--- config.mk ---
export PLATFORM = sky130hd
export DESIGN_NAME = qno_osc
export DESIGN_NICKNAME = d
export VERILOG_FILES = /design/src/shared/qno_pkg.sv /design/src/hdl/qno_sincos.sv /design/src/hdl/qno_osc.sv
export SDC_FILE = /design/constraint.sdc
export NUM_CORES = 1
export LEC_CHECK = 0
export ABC_AREA = 1
export BUFFER_PORTS_ARGS = -buffer_cell sky130_fd_sc_hd__buf_2
export CAP_MARGIN = 10
export CORE_ASPECT_RATIO = 0.6
export CORE_MARGIN = 1.5
export CORE_UTILIZATION = 45
export DETAILED_ROUTE_END_ITERATION = 7
export PLACE_DENSITY = 0.58
export SETUP_SLACK_MARGIN = 0.02
export SLEW_MARGIN = 20
export SYNTH_ARGS = -nofsm -noshare
export SYNTH_HDL_FRONTEND = slang
export SYNTH_HIERARCHICAL = 1
export SYNTH_SLANG_ARGS = --single-unit
--- constraint.sdc ---
create_clock -name CLK -period 13.9 [get_ports CLK]
set_input_delay 2.085 -clock CLK [delete_from_list [all_inputs] [get_ports CLK]]
set_output_delay 2.085 -clock CLK [all_outputs]
set_load 0.01 [all_outputs]
--- src/shared/qno_pkg.sv ---
// Shared widths, reset values and pin groups of the quadrature oscillator
package qno_pkg;

  // Data path widths
  localparam int FREQ_W  = 32;
  localparam int POFF_W  = 16;
  localparam int PHASE_W = 28;
  localparam int AMP_W   = 16;
  localparam int CBUS_W  = 16;
  localparam int ADDR_W  = 3;
  localparam int PSK_W   = 3;
  localparam int PSK_LOW = POFF_W - PSK_W;

  // Control register addresses on the write port
  localparam logic [2:0] ADR_CENTER_LO = 3'h0;
  localparam logic [2:0] ADR_CENTER_HI = 3'h1;
  localparam logic [2:0] ADR_OFFSET_LO = 3'h2;
  localparam logic [2:0] ADR_OFFSET_HI = 3'h3;
  localparam logic [2:0] ADR_PHASE_IN  = 3'h4;

  // Values after reset
  localparam logic [31:0] FREQ_RST  = 32'h0000_0000;
  localparam logic [15:0] POFF_RST  = 16'h0000;
  localparam logic [15:0] CBUS_RST  = 16'h0000;
  localparam logic [15:0] AMP_RST   = 16'h0000;
  localparam logic [27:0] PHASE_RST = 28'h000_0000;
  localparam logic [3:0]  BIT_RST   = 4'h0;
  localparam logic [3:0]  BIT_LAST  = 4'hf;

  // Quarter turn on the 16-bit lookup phase
  localparam logic [15:0] QUARTER   = 16'h4000;
  // Largest positive amplitude word
  localparam logic [14:0] AMP_MAX   = 15'h7fff;

  // Discrete control pins, all asynchronous to CLK
  typedef struct packed {
    logic             phase_offset_load_n;
    logic             offset_freq_load_n;
    logic             center_freq_load_n;
    logic             phase_acc_load_n;
    logic             phase_source_sel;
    logic             output_format_sel;
    logic             output_shape_sel;
    logic [PSK_W-1:0] psk_phase_sel;
  } qno_ctrl_s;

  // Host write port pins
  typedef struct packed {
    logic              wr_n;
    logic              cs_n;
    logic [ADDR_W-1:0] addr;
    logic [CBUS_W-1:0] data;
  } qno_wr_s;

  // Idle levels of the pin groups, used as synchroniser reset values
  localparam qno_ctrl_s CTRL_IDLE = '{1'b1, 1'b1, 1'b1, 1'b1,
                                      1'b1, 1'b1, 1'b1, 3'h0};
  localparam qno_wr_s   WR_IDLE   = '{1'b1, 1'b1, 3'h0, 16'h0000};

endpackage

--- src/hdl/qno_sincos.sv ---
// Sine and cosine amplitude stage driven by the 28-bit phase word
`timescale 1ns/100ps
module qno_sincos
  import qno_pkg::*;
(
  input  wire logic               CLK,
  input  wire logic               NRST,
  input  wire logic               EN,
  input  wire logic [PHASE_W-1:0] PHASE,
  output logic      [AMP_W-1:0]   SINE,
  output logic      [AMP_W-1:0]   COSINE
);

  // Parabolic half-wave; cheaper than a full table, a few percent off
  function automatic logic [15:0] qno_wave(input logic [15:0] p);
    logic [15:0] u;
    logic [15:0] v;
    logic [31:0] prod;
    logic [14:0] mag;
    u    = {1'b0, p[14:0]};
    v    = 16'h8000 - u;
    prod = u * v;
    mag  = (prod[31:13] > {4'h0, AMP_MAX}) ? AMP_MAX : prod[27:13];
    qno_wave = p[15] ? (16'h0000 - {1'b0, mag}) : {1'b0, mag};
  endfunction

  logic [15:0] look_p;
  logic [15:0] look_c;

  // Lookup uses the top 16 of the 28 phase bits
  assign look_p = PHASE[PHASE_W-1 -: 16];
  assign look_c = look_p + QUARTER;

  // Both words come from the same phase in the same edge
  always_ff @(posedge CLK or negedge NRST)
  begin
    if (!NRST)
    begin
      SINE   <= AMP_RST;
      COSINE <= AMP_RST;
    end
    else if (EN)
    begin
      SINE   <= qno_wave(look_p);
      COSINE <= qno_wave(look_c);
    end
  end

endmodule // qno_sincos

--- src/hdl/qno_osc.sv ---
// Phase and frequency control section with quadrature output stage
// Summary of operation
// - Center and offset frequency each held at 32 bits for coherent hops.
// - A 16-bit phase offset is added to the running phase.
// - Control section hands a 28-bit phase to the amplitude stage.
// - Sine and cosine words of 16 bits come from each phase together.
// - Output is parallel or serial, two's complement or offset binary.
// - Serial mode drives a strobe marking each word boundary.
// - Three modulation pins pick one of eight phase states directly.
// - Host presents a 16-bit control word, bit zero least significant.
// - A 3-bit address picks the control register written; host holds it.
// - Writes are taken only while the low-active chip select is low.
// - Control word loads on rising edge of the write strobe.
// - All other registers update on clock edges; the working registers only when enabled.
// - Phase offset load enable is registered, then loads the offset.
// - Phase offset load updates lookup phase even with accumulator held.
// - Registered offset frequency enable loads that register each edge.
// - Registered center frequency enable loads that register each edge.
// - Source select picks phase input or modulation pins with low zeros.
// - Modulation pins give 0 to 315 degrees in 45 degree steps.
// - Format low inverts sine and cosine top bit for offset binary.
// - Parallel mode reloads outputs each clock; serial mode shifts.
`timescale 1ns/100ps
module qno_osc
  import qno_pkg::*;
(
  input  wire logic             CLK,
  input  wire logic             NRST,
  input  wire qno_ctrl_s        CTRL_PINS,
  input  wire qno_wr_s          WR_PINS,
  output logic      [AMP_W-1:0] SINE_OUT,
  output logic      [AMP_W-1:0] COSINE_OUT,
  output logic                  DAC_STROBE_N
);

  // Synchronised pin groups; each meta stage is read only by the
  // stage behind it, never by logic
  qno_ctrl_s          ctrl_meta_q;
  qno_ctrl_s          ctrl_q;
  qno_wr_s            wr_meta_q;
  qno_wr_s            wr_q;
  logic               wr_prev_q;
  logic               wr_rise;

  // Staging registers written by the host
  logic [FREQ_W-1:0]  center_stage_q;
  logic [FREQ_W-1:0]  offset_stage_q;
  logic [POFF_W-1:0]  phase_in_q;

  // Working registers on the main clock
  logic [FREQ_W-1:0]  center_freq_q;
  logic [FREQ_W-1:0]  offset_freq_q;
  logic [POFF_W-1:0]  phase_off_q;
  logic [FREQ_W-1:0]  phase_acc_q;
  logic [FREQ_W-1:0]  freq_sum;
  logic [POFF_W-1:0]  phase_off_d;
  logic [PHASE_W-1:0] look_phase_q;
  logic [PHASE_W-1:0] look_phase_d;
  logic               look_en;
  logic               look_src;
  logic               look_src_q;
  logic               look_en_q;

  // Amplitude words and output stage
  // Each word is kept twice so the two serial pins run apart
  logic [AMP_W-1:0]   sine_raw;
  logic [AMP_W-1:0]   cosine_raw;
  logic [AMP_W-1:0]   sine_fmt;
  logic [AMP_W-1:0]   cosine_fmt;
  logic [AMP_W-1:0]   sine_msb_q;
  logic [AMP_W-1:0]   sine_lsb_q;
  logic [AMP_W-1:0]   cosine_msb_q;
  logic [AMP_W-1:0]   cosine_lsb_q;
  logic [3:0]         bit_cnt_q;
  logic               serial_mode;

  // Control pins pass two flops; the second stage is the registered
  // copy that the logic below treats as each enable
  // The pins have no timing tie to CLK, so one flop alone could hand
  // a half-settled level to several enables at once
  always_ff @(posedge CLK or negedge NRST)
  begin
    if (!NRST)
    begin
      ctrl_meta_q <= CTRL_IDLE;
      ctrl_q      <= CTRL_IDLE;
    end
    else
    begin
      ctrl_meta_q <= CTRL_PINS;
      ctrl_q      <= ctrl_meta_q;
    end
  end

  // Write port pins pass two flops as a group
  // Address and data stand still around the strobe, so a plain copy
  // of the whole bus is safe once the strobe edge is found
  always_ff @(posedge CLK or negedge NRST)
  begin
    if (!NRST)
    begin
      wr_meta_q <= WR_IDLE;
      wr_q      <= WR_IDLE;
      wr_prev_q <= 1'b1;
    end
    else
    begin
      wr_meta_q <= WR_PINS;
      wr_q      <= wr_meta_q;
      wr_prev_q <= wr_q.wr_n;
    end
  end

  // Rising strobe seen on the synchronised copy; the host must keep
  // address and data steady a few clocks past the strobe edge
  // A strobe pulse shorter than one clock may be missed
  assign wr_rise = wr_q.wr_n & ~wr_prev_q;

  // Host writes land in the staging register chosen by the address
  // Each half lands alone, so a working register whose enable is low
  // during a two-part write can briefly copy a mixed value
  always_ff @(posedge CLK or negedge NRST)
  begin
    if (!NRST)
    begin
      center_stage_q <= FREQ_RST;
      offset_stage_q <= FREQ_RST;
      phase_in_q     <= POFF_RST;
    end
    else if (wr_rise && !wr_q.cs_n)
    begin
      case (wr_q.addr)
        ADR_CENTER_LO: center_stage_q[15:0]  <= wr_q.data;
        ADR_CENTER_HI: center_stage_q[31:16] <= wr_q.data;
        ADR_OFFSET_LO: offset_stage_q[15:0]  <= wr_q.data;
        ADR_OFFSET_HI: offset_stage_q[31:16] <= wr_q.data;
        ADR_PHASE_IN:  phase_in_q            <= wr_q.data;
        // Spare addresses 5 to 7 hold nothing here
        default:       phase_in_q            <= phase_in_q;
      endcase
    end
  end

  // Center frequency reloads on every edge its enable is low
  // The enable is a level: holding it low keeps copying the stage
  always_ff @(posedge CLK or negedge NRST)
  begin
    if (!NRST)
      center_freq_q <= FREQ_RST;
    else if (!ctrl_q.center_freq_load_n)
      center_freq_q <= center_stage_q;
  end

  // Offset frequency reloads on every edge its enable is low
  // Same level behaviour as the center register
  always_ff @(posedge CLK or negedge NRST)
  begin
    if (!NRST)
      offset_freq_q <= FREQ_RST;
    else if (!ctrl_q.offset_freq_load_n)
      offset_freq_q <= offset_stage_q;
  end

  // Phase offset source: host word or modulation pins over zeros;
  // each pin step is one eighth turn, i.e. 45 degrees
  // The select is registered with the same lag as the load enable
  always_comb
  begin
    if (ctrl_q.phase_source_sel)
      phase_off_d = phase_in_q;
    else
      phase_off_d = {ctrl_q.psk_phase_sel,
                     {PSK_LOW{1'b0}}};
  end

  // Phase offset register, loaded while its registered enable is low
  // One enabled clock is enough; the lookup catches up one edge
  // later through the enable history below
  always_ff @(posedge CLK or negedge NRST)
  begin
    if (!NRST)
      phase_off_q <= POFF_RST;
    else if (!ctrl_q.phase_offset_load_n)
      phase_off_q <= phase_off_d;
  end

  // Sum of both frequencies; a hop only changes the step, so the
  // accumulated phase carries on without a jump
  // Carry out of the top bit is dropped on purpose
  assign freq_sum = center_freq_q + offset_freq_q;

  // Phase accumulator wraps naturally at its width
  // A high enable freezes the phase; the lookup then moves only on offset loads
  always_ff @(posedge CLK or negedge NRST)
  begin
    if (!NRST)
      phase_acc_q <= FREQ_RST;
    else if (!ctrl_q.phase_acc_load_n)
      phase_acc_q <= phase_acc_q + freq_sum;
  end

  // Lookup phase: top 28 accumulator bits plus the phase offset
  // Offset sits in the top 16 bits: one step is 1/65536 turn
  assign look_phase_d = phase_acc_q[FREQ_W-1 -: PHASE_W]
                      + {phase_off_q, {(PHASE_W-POFF_W){1'b0}}};

  // Offset loads move the lookup even while the accumulator holds.
  // Offset and accumulator change on the edge their enable is seen,
  // so the lookup needs one more edge to take the final value; a
  // one-clock offset load would otherwise never reach the outputs
  assign look_src = !ctrl_q.phase_acc_load_n
                  | !ctrl_q.phase_offset_load_n;
  assign look_en  = look_src | look_src_q;

  // Enable history for the lookup and amplitude steps
  always_ff @(posedge CLK or negedge NRST)
  begin
    if (!NRST)
    begin
      look_src_q <= 1'b0;
      look_en_q  <= 1'b0;
    end
    else
    begin
      look_src_q <= look_src;
      look_en_q  <= look_en;
    end
  end

  // Lookup register; holds while no source of phase moves, so the
  // outputs stay still in parallel mode with every enable off
  always_ff @(posedge CLK or negedge NRST)
  begin
    if (!NRST)
      look_phase_q <= PHASE_RST;
    else if (look_en)
      look_phase_q <= look_phase_d;
  end

  // Amplitude stage, fed the 28-bit phase word
  // It registers one edge behind the lookup, so it takes the
  // delayed enable and still sees the last lookup value
  qno_sincos u_sincos
  (
    .CLK    (CLK),
    .NRST   (NRST),
    .EN     (look_en_q),
    .PHASE  (look_phase_q),
    .SINE   (sine_raw),
    .COSINE (cosine_raw)
  );

  // Offset binary is two's complement with the sign bit flipped
  // Applied ahead of the shifters so both shapes carry one code
  always_comb
  begin
    sine_fmt   = sine_raw;
    cosine_fmt = cosine_raw;
    if (!ctrl_q.output_format_sel)
    begin
      sine_fmt[AMP_W-1]   = ~sine_raw[AMP_W-1];
      cosine_fmt[AMP_W-1] = ~cosine_raw[AMP_W-1];
    end
  end

  // Serial whenever the registered shape select is low
  assign serial_mode = !ctrl_q.output_shape_sel;

  // Bit counter frames the 16-bit serial word
  // Free running: the word boundary has no tie to the accumulator
  // enable, so a converter must frame on the strobe alone
  always_ff @(posedge CLK or negedge NRST)
  begin
    if (!NRST)
      bit_cnt_q <= BIT_RST;
    else if (serial_mode)
      bit_cnt_q <= bit_cnt_q + 4'h1;
    else
      bit_cnt_q <= BIT_RST;
  end

  // Two shifters per channel: one for the MSB-first stream on the top
  // pin, one for the LSB-first stream on the bottom pin
  // Loading only at count zero keeps a word from tearing mid-shift,
  // at the cost of up to one word of lag after a phase change
  always_ff @(posedge CLK or negedge NRST)
  begin
    if (!NRST)
    begin
      sine_msb_q   <= AMP_RST;
      sine_lsb_q   <= AMP_RST;
      cosine_msb_q <= AMP_RST;
      cosine_lsb_q <= AMP_RST;
    end
    else if (!serial_mode || bit_cnt_q == BIT_RST)
    begin
      sine_msb_q   <= sine_fmt;
      sine_lsb_q   <= sine_fmt;
      cosine_msb_q <= cosine_fmt;
      cosine_lsb_q <= cosine_fmt;
    end
    else
    begin
      sine_msb_q   <= {sine_msb_q[AMP_W-2:0], 1'b0};
      sine_lsb_q   <= {1'b0, sine_lsb_q[AMP_W-1:1]};
      cosine_msb_q <= {cosine_msb_q[AMP_W-2:0], 1'b0};
      cosine_lsb_q <= {1'b0, cosine_lsb_q[AMP_W-1:1]};
    end
  end

  // Output pins from flops; in serial mode only the end pins carry
  // data, the middle pins rest at zero
  // Straight from flops so the converter sees clean edges and the
  // shape switch takes effect on one edge for all pins
  always_ff @(posedge CLK or negedge NRST)
  begin
    if (!NRST)
    begin
      SINE_OUT   <= AMP_RST;
      COSINE_OUT <= AMP_RST;
    end
    else if (!serial_mode)
    begin
      SINE_OUT   <= sine_msb_q;
      COSINE_OUT <= cosine_msb_q;
    end
    else
    begin
      SINE_OUT   <= {sine_msb_q[AMP_W-1], {(AMP_W-2){1'b0}},
                     sine_lsb_q[0]};
      COSINE_OUT <= {cosine_msb_q[AMP_W-1], {(AMP_W-2){1'b0}},
                     cosine_lsb_q[0]};
    end
  end

  // Strobe low with the first bit of each word; high in parallel mode
  // Count one marks the edge at which the first bit reaches the pins,
  // so strobe and first bit leave their flops together
  always_ff @(posedge CLK or negedge NRST)
  begin
    if (!NRST)
      DAC_STROBE_N <= 1'b1;
    else
      DAC_STROBE_N <= !(serial_mode && bit_cnt_q == 4'h1);
  end

endmodule // qno_osc

==> results by stage, run 1 <==
Outcome:
- The run finished, with violations left.
- The checks that failed: DRC.

Global route:
- For met1 alone, demand over resource in global routing was 42.7%.
- The number of global-route vias before repair is 22.8k.
- For met2 alone, demand over resource in global routing was 30.0%.
- The initial antenna violation count was 1.
- The global-route wire length before repair is 137000 um.
- After global routing the overflow that remains totals 0.
- Entering global routing, the biggest net connects 173 pins.
- For this run, global-route usage on met3 was measured as 10.2%.
- In this run the most used layer during global routing was met1.
- The global-route usage over all layers is 25.6%.

STA:
- The hold slack is 0.348 ns.
- The max-slew violation total from the final report was 0.
- The worst slew margin relative to its limit is 27.0%.
- The achievable frequency is 0.0958 GHz.
- Adding up every negative setup slack in the final design gives 0 ns.
- Setup slack closes at 3.46 ns.
- Setup repair after global routing left no endpoint under its margin.
- The clock tree skew after final layout is 0.0132 ns.
- Setup violations remaining at the end of the flow were counted as 0.
- The routed design could run at a clock period as short as 10.44 ns.
- At the pin with the least slew margin, the transition time is 1.10 ns.
- The final number of hold-violating endpoints is 0.
- The final critical-path share of the clock period is 75.1%.

Final layout:
- Counting the fill cells in the layout gives 6659.
- At the end of the flow, the number of nets in the layout was 4306.
- The sequential cells in the finished layout cover a total of 10200 um2.
- The multi-input combinational cell area is 18100 um2.
- For this run, the number of standard cells in the final layout without fillers is 4701.
- The fraction of final layout cells sized beyond drive strength 1 is 8.26%.
- The area growth from synthesis to layout is 8.51%.
- The count of inserted antenna diode cells is 0.

Routing:
- The routed layout has 23.9k vias.
- Wires add up to 88000 um.
- The via-per-instance ratio is 5.08.
- The first detailed-routing pass took 8 iterations.
- For this block, the initial DRC count from the detailed router was 2300.
- The detail-routed net length per standard cell is 18.7 um.
- In the routed design, unresolved DRC markers number 5.
- Once detail routing completed, the nets flagged for antenna violations numbered 0.

Floorplanning:
- The die is 207 um tall.
- The number of placement rows is 74.
- The core region is 68300 um2.
- The die outline area is 70900 um2.
- For this configuration, the core starts out at a cell density of 45.6%.
- The width of the chip is 343 um.
- The I/O pin count is 66.

Clock network:
- The later pin in the worst-skew pair is clocked with a latency of 0.56 ns.
- The clock net in this run drives a total of 406 sinks.
- The H-tree was split into 2 levels.
- After clock tree synthesis, the repair step resized 0 gates.
- The number of buffers added for setup after CTS is 0.
- The clock passes through at most 3 buffers.
- The clock input transition at the sequential cells of the worst setup and hold paths is 0.07 ns.
- The cell at the root of the clock tree is clkbuf_16.
- The total clock buffers created by CTS is 37.
- The clock tree from TritonCTS is built.
- After clock tree synthesis, the flow added hold-fix buffers numbering 0.

Setup path:
- The biggest cell delay along the critical path is 0.81 ns.
- The worst setup path is launched from a flop.
- At the worst endpoint, the arrival time is 10.86 ns.
- The number of buffers and inverters on the critical path is 9.
- By instance count, the cell type seen most on the critical path is nand2_1.
- The critical path capture point type is a flop.
- In this run the worst path has a maximum fanout of 24.
- Broken down by cell family, the worst path's largest delay share belongs to adder cells.
- The largest individual stage delay along the critical path comes from the cell ha_1.
- The reg2reg setup slack is 3.46 ns.
- The critical path required time is 14.32 ns.
- The critical path start-end classification is reg -> reg.

Yosys:
- In this run the cell area of the synthesized design comes to 31200 um2.
- The yosys synthesis warning count is 6.
- The gate count of the mapped netlist is 3701.
- The mean cell area of the mapped netlist is 8.42 um2.

Placed design:
- The count of buffers from port buffering is 65.
- The pre-CTS setup slack is 3.77 ns.
- Including well taps, the total number of placed cells is 4632.
- Summed over all nets, the half-perimeter wirelength after detailed placement is 70100 um.
- The weighted congestion at the end of routability-driven global placement is 0.993.

Run:
- The max-capacitance violation count is 0.

Hold path:
- The worst hold path belongs to the class reg -> reg.
-- state kept, by name (all words and copies together), names as in the netlist, 4 cells and up --
signal / flops
ctrl_meta_q: 10
phase_in_q: 16
cosine_msb_q: 16
sine_msb_q: 16
look_phase_q: 16
cosine_lsb_q: 16
wr_q: 21
COSINE_OUT: 16
ctrl_q: 10
u_sincos/SINE: 16
bit_cnt_q: 4
SINE_OUT: 16
u_sincos/COSINE: 16
phase_acc_q: 32
sine_lsb_q: 16
offset_freq_q: 32
center_stage_q: 32
phase_off_q: 16
offset_stage_q: 32
center_freq_q: 32
wr_meta_q: 21
-- area by class of cell --
type,instances,area share (%)
tap,912,3.37
clock buffer,51,3.13
multi-input combinational,2552,53.6
timing repair buffer,86,1.55
clock inverter,17,0.677
sequential,406,30.1
inverter,677,7.51
-- placed cells by master, fill, tap and decap left out, drive strengths merged, types with 24 or more instances in the layout --
cell,instances
a21oi,98
buf,86
clkbuf,51
conb,30
dfrtp,386
fa,292
ha,221
inv,673
mux2,62
nand2,1117
nand3,155
nand4,41
nor2,253
o21ai,140
xnor2,29
xor2,24
-- path summary, 6_finish.rpt --
kind                                               from                             to  cells after the start
max                        look_phase_q[13]$_DFFE_PN0P_   u_sincos/SINE[8]$_DFFE_PN0P_                     44
min                             wr_meta_q[13]$_DFF_PN0_             wr_q[13]$_DFF_PN0_                      0
max reg2reg                look_phase_q[13]$_DFFE_PN0P_   u_sincos/SINE[8]$_DFFE_PN0P_                     44
min reg2reg                     wr_meta_q[13]$_DFF_PN0_             wr_q[13]$_DFF_PN0_                      0
max in group asynchronous                          NRST    phase_acc_q[15]$_DFFE_PN0N_                      4
min in group asynchronous                          NRST  u_sincos/SINE[10]$_DFFE_PN0P_                      1
-- worst register-to-register path: cells and delay by family (launching register included) --
family	cells	cell delay [ns]
simple gates	21	3.60
flops	1	0.57
fa+ha+maj	10	4.68
compound gates	3	0.37
xor+xnor	1	0.17
buf+inv	9	0.93
-- metal layers --
metal  wire, um  vias to the layer above  share of wire (%)
li1           -                    11400                  -
met1      46500                    11500                 53
met4        833                        4               0.95
met3      10900                       61                 12
met2      29600                      889                 34
met5        197                        -               0.22
-- through the flow --
| step | util [%] | instance area [um2] |
|---|---|---|
| CTS | 49.5 | 33800 |
| global route | 49.5 | 33800 |
| floorplan | - | 31300 |
| finish | 49.5 | 33800 |
| global placement | 47.6 | 32500 |
| detailed placement | 47.6 | 32500 |
Power of run 1 is not shown: default switching activity piles up to over one toggle a cycle in this logic, so the estimate is an artifact.
==> run 2, diff against run 1 <==
==> constraint.sdc (replaced) <==
create_clock -name CLK -period 10.2 [get_ports CLK]
set_input_delay 1.53 -clock CLK [delete_from_list [all_inputs] [get_ports CLK]]
set_output_delay 1.53 -clock CLK [all_outputs]
set_load 0.01 [all_outputs]
==> results by stage, run 2 (synthesized netlist as in run 1, its figures left out) <==
Hold path:
- In this run the most critical hold path is launched from wr_meta_q[17]$_DFF_PN0_.
- The worst hold path passes through 0 cells.
- For hold timing, the worst endpoint is wr_q[17]$_DFF_PN0_.
- The path class of the tightest hold or removal check is reg -> reg.

Setup path:
- The critical register-to-register path endpoint is u_sincos/SINE[12]$_DFFE_PN0P_.
- The reg2reg setup slack is 0.81 ns.
- Data on the critical path is required at its endpoint by 10.70 ns.
- The arrival time reported for the critical path endpoint is 9.89 ns.
- The type of origin of the critical path is a flop.
- The slowest library cell on the worst path is fa_1.
- Measured in cells, the most critical reg-to-reg path has a length of 46.
- The worst setup path is captured at a flop.
- The critical path start-end classification is reg -> reg.
- In this run the critical register-to-register path is launched from look_phase_q[14]$_DFFE_PN0P_.
- The top fanout value on the critical path is 14.
- The cell that appears most often on the critical path is nand2_1.
- The biggest cell delay along the critical path is 0.61 ns.

STA:
- The final number of hold-violating endpoints is 0.
- For this run, the top clock speed supported by timing is 0.106 GHz.
- The clock tree skew after final layout is 0.0458 ns.
- Setup repair after global routing left no endpoint under its margin.
- The max-slew violation total from the final report is 0.
- For the pin with the worst max-slew slack, the measured transition is 1.10 ns.
- Setup violations remaining at the end of the flow were counted as 0.
- The final critical-path share of the clock period is 92.1%.
- The worst path needs 9.39 ns of the cycle, external delays included.
- The worst slew margin relative to its limit is 26.6%.
- The final total negative setup slack is 0 ns.
- The worst path meets setup with 0.806 ns of slack.
- The hold slack is 0.349 ns.

Global route:
- The initial antenna violation count is 1.
- The first global-routing pass estimated 139000 um of wire.
- The number of global-route vias before repair is 22.9k.
- The pin count of the biggest net entering global routing is 123.
- Across every metal layer, demand over resource in global routing totals 26.1%.
- The remaining global-route overflow is 0.

Outcome:
- The checks that failed: DRC.
- The run finished, with violations left.

Final layout:
- The cell area after layout is 33900 um2.
- From synthesis to final layout, the design area changed by 8.65%.
- In the layout the commonest cells are nand2_1 (1095), inv_1 (661), dfrtp_1 (386).
- The number of nets in the layout is 4312.
- The total of fill cells in the finished design is 6574.
- The most frequent standard cell in the layout excluding fill and tap cells is nand2_1.
- The fraction of final layout cells sized beyond drive strength 1 is 8.38%.

Placed design:
- The weighted congestion at the end of routability-driven global placement is 1.04.
- The post-detailed-placement cell area is 32600 um2.
- The count of buffers from port buffering is 65.
- Detailed placement finished with a half-perimeter wire length of 73000 um.
- Prior to clock tree synthesis, the placed netlist has a worst setup slack of 1.01 ns.

Clock network:
- TritonCTS built the clock tree.
- The number of buffers added for setup after CTS is 0.
- The cell at the root of the clock tree is clkbuf_16.
- The maximum root-to-sink buffer count is 3.
- After clock tree synthesis, the repair step resized 0 gates.
- The total clock buffers created by CTS is 37.
- The clock tree synthesis step divided the H-tree into 2 levels.
- The total of hold buffers inserted after clock tree synthesis is 0.
- Clock-pin slew was measured on the worst setup and hold paths at 0.07 ns.
- The clock sink total is 406.
- The clock reaches the later pin of the worst-skew pair after 0.58 ns.

Floorplanning:
- In this run the core area contains 74 standard-cell rows.
- The floorplan step set the die width to 343 um.
- 66 I/O pins were placed.
- The region available for standard cell placement spans 68300 um2.
- The starting density of the core is 45.6%.
- The height of the chip is 207 um.
- The die outline area is 70900 um2.

Routing:
- The wire length reported by the detailed router is 90000 um.
- After detailed routing, the average wire length per cell comes to 19.1 um.
- The number of nets with antenna violations after routing is 0.
- The total DRC errors in the routed layout is 10.
- The first routing iteration left 2243 violations.
- For this block, the via count after detailed routing is 23.9k.
- The first-pass detailed-route iteration total is 7.
- The via-per-instance ratio is 5.08.

Run:
- Across the run, the number of max-cap violations was 0.
==> run 2: cell count changes in the layout (fill, tap and decap cells not counted), moves of 2 or more <==
cell and change:
diode_2 +2, clkinv_4 +3, clkinv_2 -4, clkbuf_8 +3, buf_4 +6, clkinvlp_4 -2
==> run 2: per-layer routing <==
layer | GRT usage (%) | wire (um) | vias to the layer above
met4 | 2.75 | 726 | 4
met3 | 11.7 | 11700 | 61
met5 | 2.96 | 160 | -
li1 | - | - | 11400
met2 | 30.5 | 30200 | 918
met1 | 42.7 | 47200 | 11500
==> run 2: critical path, delay by kind of cell (launching register included) <==
family	cells	cell delay, ns
buffers and inverters	10	1.25
and+or+nand+nor	25	3.39
adders and majority gates	9	4.02
DFF	1	0.38
AOI/OAI and AO/OA	2	0.29
==> run 2: final cells by class <==
type / instances / area (um2) / area share, %
inverters: 677 / 2540 / 7.50
well taps: 912 / 1140 / 3.37
clock buffers: 54 / 1100 / 3.25
diodes: 2 / 5.00 / 0.0148
repair buffers: 92 / 554 / 1.64
clock inverters: 13 / 198 / 0.584
multi-input cells: 2552 / 18100 / 53.6
flip-flops and latches: 406 / 10200 / 30.1
==> run 2: worst max-delay path by stage <==
stage,end,startpoint,cells past startpoint,slack [ns]
6_report,u_sincos/SINE[12]$_DFFE_PN0P_,look_phase_q[14]$_DFFE_PN0P_,46,0.81
5_1_grt,u_sincos/SINE[12]$_DFFE_PN0P_,look_phase_q[14]$_DFFE_PN0P_,46,0.15
4_1_cts,u_sincos/SINE[12]$_DFFE_PN0P_,look_phase_q[14]$_DFFE_PN0P_,46,0.99
3_5_place_dp,u_sincos/SINE[14]$_DFFE_PN0P_,look_phase_q[14]$_DFFE_PN0P_,45,1.01
3_3_place_gp,u_sincos/SINE[12]$_DFFE_PN0P_,look_phase_q[12]$_DFFE_PN0P_,46,1.20
2_1_floorplan,u_sincos/SINE[12]$_DFFE_PN0P_,look_phase_q[13]$_DFFE_PN0P_,48,1.95
==> run 2: per-stage QoR <==
step / util [%] / instances
floorplan: - / 3729
detailed placement: 47.7 / 4639
global route: 49.6 / 4706
finish: 49.6 / 4708
CTS: 49.6 / 4706
global placement: 47.7 / 4639
Power of run 2 is left out for the same reason.
